[config.mk]
export PLATFORM = sky130hd
export DESIGN_NAME = mqrps_top
export DESIGN_NICKNAME = d
export VERILOG_FILES = /design/src/mqrps_pkg.sv /design/src/mqrps_mem.sv /design/src/mqrps_top.sv
export SDC_FILE = /design/constraint.sdc
export NUM_CORES = 2
export LEC_CHECK = 0
export BUFFER_PORTS_ARGS = -buffer_cell sky130_fd_sc_hd__buf_2
export CORE_AREA = 2 2 424 426
export CTS_BUF_LIST = sky130_fd_sc_hd__clkbuf_8
export CTS_CLUSTER_SIZE = 25
export DETAILED_ROUTE_END_ITERATION = 16
export DIE_AREA = 0 0 426 428
export PLACE_DENSITY = 0.82
export SLEW_MARGIN = 15
export SYNTH_ARGS = -nofsm -noshare
export SYNTH_HDL_FRONTEND = slang
export SYNTH_HIERARCHICAL = 1
export SYNTH_SLANG_ARGS = --single-unit
[constraint.sdc]
create_clock -name pclk -period 5.9 [get_ports pclk]
set_clock_uncertainty 0.15 [all_clocks]
set_input_delay 1.18 -clock pclk [delete_from_list [all_inputs] [get_ports pclk]]
set_output_delay 1.18 -clock pclk [all_outputs]
set_load 0.005 [all_outputs]
[src/mqrps_pkg.sv]
`default_nettype none
package mqrps_pkg;
    localparam int NQ = 16;
    localparam int QIW = 4;
    localparam int PW = 3;
    localparam int DW = 18;
    localparam int AW = QIW + PW;
    localparam int NEV = 3;
    localparam logic [3:0] DEPTH = 4'h8;
    localparam int NULL_BIT = 4;
    localparam int DEV_LSB = 5;
    // register byte offsets
    localparam logic [7:0] OFS_CTRL = 8'h00;
    localparam logic [7:0] OFS_STATUS = 8'h04;
    localparam logic [7:0] OFS_INT_STAT = 8'h08;
    localparam logic [7:0] OFS_INT_MASK = 8'h0C;
    localparam logic [7:0] OFS_LEVEL = 8'h10;
    localparam logic [7:0] OFS_FULL = 8'h14;
    // reset values
    localparam logic [3:0] AE_LEVEL_RST = 4'h2;
    localparam logic [2:0] INT_MASK_RST = 3'h0;
    // interrupt status bit positions
    localparam int EV_EMPTY_SEL = 0;
    localparam int EV_UNDERRUN = 1;
    localparam int EV_OVERFLOW = 2;
    // status register field positions
    localparam int ST_POS_LSB = 0;
    localparam int ST_SEL_LSB = 4;
    localparam int ST_NULL = 8;
    localparam int ST_HERE = 9;
    localparam int ST_STAGE = 10;
    localparam int ST_VALID_N = 11;
    localparam int ST_SECTOR = 12;
endpackage : mqrps_pkg
`default_nettype wire

[src/mqrps_mem.sv]
`timescale 1ns/100ps
`default_nettype none
module mqrps_mem (
    input wire logic pclk, // clock
    input wire logic clk_en, // freezes the memory while low
    input wire logic we, // write strobe
    input wire logic [mqrps_pkg::AW-1:0] waddr, // write word address
    input wire logic [mqrps_pkg::DW-1:0] wdata, // write data
    input wire logic re, // read strobe
    input wire logic [mqrps_pkg::AW-1:0] raddr, // read word address
    output logic [mqrps_pkg::DW-1:0] rdata // registered read data
);
    logic [mqrps_pkg::DW-1:0] mem_q [2**mqrps_pkg::AW];

    // no reset on the array so it can map onto block ram
    always_ff @(posedge pclk) begin
        if (clk_en && we) begin
            mem_q[waddr] <= wdata;
        end
        if (clk_en && re) begin
            rdata <= mem_q[raddr];
        end
    end
endmodule : mqrps_mem
`default_nettype wire

[src/mqrps_top.sv]
// Function
// RL1: strobe high at a clock edge takes the read queue address as new selection
// RL2: a selection persists; all later reads come from it until reselected
// RL3: controller spaces queue selections at least two clock cycles apart
// RL4: first word of a non-empty new queue reaches output two cycles later
// RL5: selecting edge and the next still read the previous queue
// RL6: drive enable only gates output drivers; output register loads regardless
// RL7: pipeline holds previous queue's last word and new queue's first word
// RL8: empty queue selected: two last reads from old queue, none from new
// RL9: no new word: output keeps last word, valid flag goes high
// RL10: eight-bit address; low four bits pick one of sixteen queues
// RL11: address bit 4 selects the idle queue, low bits ignored
// RL12: idle queue acts as empty queue, flushing the pipeline
// RL13: top three address bits must match position pins to act
// RL14: sector strobe: bit 0 picks queues 0-7 or 8-15 for flag lines
// RL15: one word can leave on every edge, even during selections
// RL16: queue advances only on read enable with data; else output holds; code also pops into an empty stage without read enable
`timescale 1ns/100ps
`default_nettype none
module mqrps_top (
    input wire logic pclk, // clock, read clock too
    input wire logic presetn, // async reset, active low
    input wire logic clk_en, // freezes all state while low
    input wire logic psel, // apb select
    input wire logic penable, // apb enable
    input wire logic pwrite, // apb direction
    input wire logic [7:0] paddr, // apb byte address
    input wire logic [31:0] pwdata, // apb write data
    output logic [31:0] prdata, // apb read data
    output logic pready, // apb ready
    output logic pslverr, // apb error on unmapped address
    output logic irq, // level interrupt
    input wire logic push_valid, // write a word into a queue
    input wire logic [mqrps_pkg::QIW-1:0] push_queue, // queue to write
    input wire logic [mqrps_pkg::DW-1:0] push_data, // word to write
    output logic [mqrps_pkg::NQ-1:0] queue_full, // per-queue full status
    input wire logic [7:0] read_queue_address, // read address bus
    input wire logic read_address_strobe, // take address as selection
    input wire logic almost_empty_bus_strobe, // take address as sector
    input wire logic read_enable_n, // read enable, active low
    input wire logic output_drive_en_n, // output drive enable, active low
    input wire logic [2:0] chip_position_pins, // static position code
    output logic [mqrps_pkg::DW-1:0] read_data, // output register
    output logic read_data_oe, // drive read_data
    output logic word_valid_flag_n, // output word invalid when high
    output logic [7:0] almost_empty_sector_lines, // active-low flags
    output logic almost_empty_oe // drive the flag lines
);
    logic [2:0] pos_s1_q, pos_s2_q, pos_s3_q, pos_q;
    logic [mqrps_pkg::QIW-1:0] sel_q;
    logic sel_null_q, sel_here_q, stg_v_q, sector_q, sector_here_q;
    logic [3:0] ae_level_q;
    logic [mqrps_pkg::NEV-1:0] int_stat_q, int_mask_q;
    logic [3:0] cnt_q [mqrps_pkg::NQ];
    logic [mqrps_pkg::PW-1:0] wp_q [mqrps_pkg::NQ];
    logic [mqrps_pkg::PW-1:0] rp_q [mqrps_pkg::NQ];
    logic [mqrps_pkg::NQ-1:0] full_w, ae_w;
    logic [mqrps_pkg::DW-1:0] mem_rdata;
    logic [31:0] rd_d;

    // position pins: three stages, a change counts once stages two and three agree
    always_ff @(posedge pclk or negedge presetn) begin
        if (!presetn) begin
            pos_s1_q <= 3'h0;
            pos_s2_q <= 3'h0;
            pos_s3_q <= 3'h0;
            pos_q <= 3'h0;
        end else if (clk_en) begin
            pos_s1_q <= chip_position_pins;
            pos_s2_q <= pos_s1_q;
            pos_s3_q <= pos_s2_q;
            if (pos_s2_q == pos_s3_q) begin
                pos_q <= pos_s3_q;
            end
        end
    end

    // address decode
    wire logic dev_hit = read_queue_address[7:mqrps_pkg::DEV_LSB] == pos_q; // RL13
    wire logic [mqrps_pkg::QIW-1:0] addr_queue = read_queue_address[mqrps_pkg::QIW-1:0]; // RL10
    wire logic addr_null = read_queue_address[mqrps_pkg::NULL_BIT]; // RL11
    wire logic sel_take = read_address_strobe; // RL1
    wire logic sector_take = almost_empty_bus_strobe & ~read_address_strobe; // RL14
    wire logic new_empty = addr_null | (cnt_q[addr_queue] == 4'h0);

    // read datapath
    wire logic sel_live = sel_here_q & ~sel_null_q; // RL12
    wire logic q_has = cnt_q[sel_q] != 4'h0;
    // a stage word falls through into an invalid output register without read enable
    wire logic advance = stg_v_q & (~read_enable_n | word_valid_flag_n); // RL16
    wire logic pop = sel_live & q_has & (~stg_v_q | advance); // RL15
    wire logic push_ok = push_valid & ~full_w[push_queue];
    wire logic [mqrps_pkg::AW-1:0] waddr = {push_queue, wp_q[push_queue]};
    wire logic [mqrps_pkg::AW-1:0] raddr = {sel_q, rp_q[sel_q]};

    // interrupt events
    wire logic [mqrps_pkg::NEV-1:0] ev;
    assign ev[mqrps_pkg::EV_EMPTY_SEL] = sel_take & dev_hit & new_empty;
    assign ev[mqrps_pkg::EV_UNDERRUN] = sel_here_q & ~read_enable_n & ~advance;
    assign ev[mqrps_pkg::EV_OVERFLOW] = push_valid & full_w[push_queue];

    genvar g;
    generate
        for (g = 0; g < mqrps_pkg::NQ; g++) begin : g_queue
            wire logic push_g = push_ok & (push_queue == mqrps_pkg::QIW'(g));
            wire logic pop_g = pop & (sel_q == mqrps_pkg::QIW'(g));
            always_ff @(posedge pclk or negedge presetn) begin
                if (!presetn) begin
                    cnt_q[g] <= 4'h0;
                    wp_q[g] <= 3'h0;
                    rp_q[g] <= 3'h0;
                end else if (clk_en) begin
                    if (push_g) begin
                        wp_q[g] <= wp_q[g] + 3'h1;
                    end
                    if (pop_g) begin
                        rp_q[g] <= rp_q[g] + 3'h1;
                    end
                    if (push_g && !pop_g) begin
                        cnt_q[g] <= cnt_q[g] + 4'h1;
                    end else if (pop_g && !push_g) begin
                        cnt_q[g] <= cnt_q[g] - 4'h1;
                    end
                end
            end
            assign full_w[g] = cnt_q[g] == mqrps_pkg::DEPTH;
            assign ae_w[g] = cnt_q[g] <= ae_level_q;
        end
    endgenerate

    mqrps_mem u_mem (
        .pclk(pclk),
        .clk_en(clk_en),
        .we(push_ok),
        .waddr(waddr),
        .wdata(push_data),
        .re(pop),
        .raddr(raddr),
        .rdata(mem_rdata)
    );

    // selection: pops use the new queue from the edge after the selecting one,
    // so the selecting edge still pops the old queue into the stage
    always_ff @(posedge pclk or negedge presetn) begin
        if (!presetn) begin
            sel_q <= 4'h0;
            sel_null_q <= 1'b1;
            sel_here_q <= 1'b0;
        end else if (clk_en && sel_take) begin
            sel_here_q <= dev_hit; // RL13
            if (dev_hit) begin
                sel_q <= addr_queue; // RL1 RL2
                sel_null_q <= addr_null; // RL11
            end
        end
    end

    // stage word plus output register form the two-deep pipeline
    always_ff @(posedge pclk or negedge presetn) begin
        if (!presetn) begin
            stg_v_q <= 1'b0;
            read_data <= '0;
            word_valid_flag_n <= 1'b1;
        end else if (clk_en) begin
            if (pop) begin
                stg_v_q <= 1'b1; // RL7
            end else if (advance) begin
                stg_v_q <= 1'b0;
            end
            if (advance) begin
                read_data <= mem_rdata; // RL6 RL4 RL5
                word_valid_flag_n <= 1'b0;
            end else if (!read_enable_n) begin
                word_valid_flag_n <= 1'b1; // RL9 RL8
            end
        end
    end

    // pin outputs
    always_ff @(posedge pclk or negedge presetn) begin
        if (!presetn) begin
            read_data_oe <= 1'b0;
            sector_q <= 1'b0;
            sector_here_q <= 1'b0;
            almost_empty_sector_lines <= 8'hFF;
            almost_empty_oe <= 1'b0;
            queue_full <= '0;
        end else if (clk_en) begin
            read_data_oe <= ~output_drive_en_n & sel_here_q; // RL6
            if (sector_take) begin
                sector_here_q <= dev_hit; // RL14
                sector_q <= read_queue_address[0]; // RL14
            end
            almost_empty_sector_lines <= sector_q ? ~ae_w[15:8] : ~ae_w[7:0];
            almost_empty_oe <= sector_here_q;
            queue_full <= full_w;
        end
    end

    // apb slave: answers in the second access cycle
    wire logic acc = psel & penable & ~pready;
    // write lands on the completing edge, where the master sees pready
    wire logic wr = psel & penable & pready & pwrite;
    wire logic hit_ctrl = paddr == mqrps_pkg::OFS_CTRL;
    wire logic hit_stat = paddr == mqrps_pkg::OFS_STATUS;
    wire logic hit_int = paddr == mqrps_pkg::OFS_INT_STAT;
    wire logic hit_mask = paddr == mqrps_pkg::OFS_INT_MASK;
    wire logic hit_lvl = paddr == mqrps_pkg::OFS_LEVEL;
    wire logic hit_full = paddr == mqrps_pkg::OFS_FULL;
    wire logic hit_any = hit_ctrl | hit_stat | hit_int | hit_mask | hit_lvl | hit_full;
    wire logic [mqrps_pkg::NEV-1:0] w1c = (wr & hit_int) ? pwdata[2:0] : 3'h0;
    wire logic [mqrps_pkg::NEV-1:0] int_stat_d = (int_stat_q & ~w1c) | ev;

    always_comb begin
        rd_d = 32'h0;
        if (hit_ctrl) begin
            rd_d[3:0] = ae_level_q;
        end else if (hit_stat) begin
            rd_d[mqrps_pkg::ST_POS_LSB +: 3] = pos_q;
            rd_d[mqrps_pkg::ST_SEL_LSB +: 4] = sel_q;
            rd_d[mqrps_pkg::ST_NULL] = sel_null_q;
            rd_d[mqrps_pkg::ST_HERE] = sel_here_q;
            rd_d[mqrps_pkg::ST_STAGE] = stg_v_q;
            rd_d[mqrps_pkg::ST_VALID_N] = word_valid_flag_n;
            rd_d[mqrps_pkg::ST_SECTOR] = sector_q;
        end else if (hit_int) begin
            rd_d[2:0] = int_stat_q;
        end else if (hit_mask) begin
            rd_d[2:0] = int_mask_q;
        end else if (hit_lvl) begin
            rd_d[3:0] = cnt_q[sel_q];
        end else if (hit_full) begin
            rd_d[15:0] = full_w;
        end
    end

    always_ff @(posedge pclk or negedge presetn) begin
        if (!presetn) begin
            pready <= 1'b0;
            pslverr <= 1'b0;
            prdata <= 32'h0;
        end else if (clk_en) begin
            pready <= acc;
            pslverr <= acc & ~hit_any;
            if (acc && !pwrite) begin
                prdata <= rd_d;
            end
        end
    end

    // set beats clear: int_stat_d ors the events in after the clear
    always_ff @(posedge pclk or negedge presetn) begin
        if (!presetn) begin
            ae_level_q <= mqrps_pkg::AE_LEVEL_RST;
            int_mask_q <= mqrps_pkg::INT_MASK_RST;
            int_stat_q <= 3'h0;
            irq <= 1'b0;
        end else if (clk_en) begin
            if (wr && hit_ctrl) begin
                ae_level_q <= pwdata[3:0];
            end
            if (wr && hit_mask) begin
                int_mask_q <= pwdata[2:0];
            end
            int_stat_q <= int_stat_d;
            irq <= |(int_stat_d & int_mask_q);
        end
    end
endmodule : mqrps_top
`default_nettype wire
==> metrics <==
status finished, final reports clean; Main synth FF type edfxtp_1; Leak 38.4 nW; number of flops mapped to enable cells by yosys 2322; total vias in the final route 53500; # setup viols final 0; clock tree buffer depth 4; gate count after technology mapping 4821; pre-CTS setup slack 0.511 ns; Tcrit/Tclk final 0.901; largest area contributor in the netlist edfxtp_1; post-synth cell types 61; Max VDD drop 0.371 mV; Yosys warnings 6; Avg Cell Area, Syn 21.7 um^2; Slew Limit Fails 0; Area growth syn-to-layout 11.9%; die area 0.182 mm^2; post-route non-filler standard cell count 8007; crit path kind reg -> reg; # H-tree levels 5; number of buffers created by CTS 401; vias in the first global route 55500; number of cells after detailed placement 7296; CTS-repair resized insts 0; initial antenna violation count 13; Core Rows 155; TritonCTS Sinks 2577; Crit. End Element flop; Die Height 428 um; post-synthesis sequential area ratio 0.729; Power Dens Cells 402 mW/mm^2; # DRC 0; Skew-Pair Late Insertion Delay 1.07 ns; wire per inst 32.2 um; root buf cell clkbuf_8; CTS Hold Bufs 0; Setup TNS 0 ns; Least-Margin Pin Slew 1.31 ns; largest cells by area after synthesis edfxtp_1 (67%), mux4_2 (17%), dfrtp_1 (5.8%), ha_1 (1.7%), mux2_2 (1.3%); CTS tree built; die width 426 um; Final Hold Vio Count 0; fraction of registers with async set/reset 0.0990; fillers 10700; #FFs+latches synth 2577; core area 0.178 mm^2; min cycle time layout 5.32 ns; Layout Nets 5588; Worst EP required 6.55 ns; crit path DAT 5.97 ns; RSZ-0062 raised after global routing no; multi-input logic area 0.0274 mm^2; Rel. slew slack 0.116; WL final 258 mm; average via count per standard cell 6.68; Global Route Usage Sum 0.286; Pre-antenna DRT Iters 6; IO Pins 164; Final Util 0.658; Worst Slack Setup Final 0.584 ns; first-pass GRT wire length 375 mm; Critical Path Fanout Max 144; Yosys top cell area share 0.668; DRT antenna net count 0; Syn Std Cell Area 0.104 mm^2; largest net degree at the start of global routing 145; DP Wirelength 152 mm; max_cap viols 0; Buffers on Ports 119; Initial Util 0.588; share of cells above drive strength 1 0.350; 1st-iter DRT viols 6949; total setup buffers inserted after CTS 0; Hold WC Path Type in -> async; Overflow after GRT 0; GPL Wtd Cong 0.906; Worst-path clk slew 0.06 ns; Highest Clock Rate 188 MHz; FF-to-FF setup slack 0.58 ns; CP Launch Type flop; register area 0.0761 mm^2
-- logic make-up (layout without fill, tap and decap cells) --
logic type / after synthesis / in the layout / share of synthesized area
AND/OR/NAND/NOR: 534 / 534 / 0.0255
adder cells (fa/ha/maj): 160 / 160 / 0.0203
other: 1 / 24 / 0.0000359
multiplexers: 941 / 941 / 0.189
AO/OA/AOI/OAI: 178 / 178 / 0.0116
buffers and inverters: 296 / 1104 / 0.0128
flip-flops: 2577 / 2577 / 0.729
XOR/XNOR: 134 / 134 / 0.0112
-- routing by layer --
layer,global-route usage,wire length [um],vias up
met5,0,50,-
met4,0.129,12800,6
met3,0.0684,29300,790
met2,0.463,128000,3827
met1,0.374,87700,27700
li1,-,-,21100
-- state kept, by name (all words and copies together) (netlist names), 3 cells and up --
name	flops
u_mem/mem_q	2304
cnt_q	64
rp_q	48
wp_q	48
read_data	18
u_mem/rdata	18
prdata	16
queue_full	16
almost_empty_sector_lines	8
ae_level_q	4
sel_q	4
int_mask_q	3
int_stat_q	3
pos_q	3
pos_s1_q	3
pos_s2_q	3
pos_s3_q	3
-- worst max-delay path, cell delays in order (launching register included) --
cell     delay, ns
dfrtp_4       0.74
buf_4         0.37
mux4_2        0.34
mux4_4        0.81
buf_12        0.31
mux4_2        0.51
mux4_2        0.55
mux4_2        0.62
mux2_2        0.34
-- cells in the mapped netlist, types with 32 or more instances --
cell,count
ha_1,144
nor2_1,220
mux2_2,116
xor2_1,75
buf_2,65
mux4_2,804
nand2_1,96
o21a_1,32
o21ai_0,34
edfxtp_1,2322
clkbuf_1,133
dfrtp_1,244
xnor2_1,59
inv_1,45
-- per-stage QoR --
| stage | hold WS (ns) | cell area (um^2) | power [W] |
|---|---|---|---|
| 2_1_floorplan | 0.286 | 104000 | 0.0293 |
| 3_3_place_gp | 0.301 | 109000 | 0.0326 |
| 3_5_place_dp | 0.305 | 109000 | 0.0331 |
| 4_1_cts | 0.0133 | 117000 | 0.0471 |
| 5_1_grt | 0.112 | 117000 | 0.0485 |
| 6_report | 0.0482 | 117000 | 0.0470 |
-- cells in the final DEF, fill, tap and decap left out, drive strengths merged, types with 34 or more instances in the layout --
cell type / instances
ha: 144
nand2: 97
nor2: 220
nor3: 47
dfrtp: 244
xor2: 75
edfxtp: 2322
mux4: 809
o21ai: 34
xnor2: 59
clkinv: 134
buf: 356
clkbuf: 432
mux2: 132
inv: 163
-- worst paths after layout --
kind,from,end,cells after the start
setup / recovery,sel_q[0],u_mem/rdata[1],8
hold / removal,presetn,sector_here_q,1
setup reg to reg,sel_q[0],u_mem/rdata[1],8
hold reg to reg,wp_q[17],wp_q[17],1
max in group asynchronous,presetn,read_data[6],2
min in group pclk,output_drive_en_n,read_data_oe,2
-- power by group --
group / switching, W / total, W / internal [W]
sequential: 0.000915 / 0.0215 / 0.0206
clock: 0.00677 / 0.0142 / 0.00738
combinational: 0.00576 / 0.0113 / 0.00557
-- layout make-up --
cell class	count	share of cell area
Antenna cell	8	0.000171
Clock inverter	271	0.0131
Sequential cell	2577	0.652
Inverter	45	0.00145
Tap cell	2355	0.0252
Timing Repair Buffer	356	0.0233
Clock buffer	432	0.0509
Multi-Input combinational cell	1963	0.234
(Power assumes the default switching activity.)
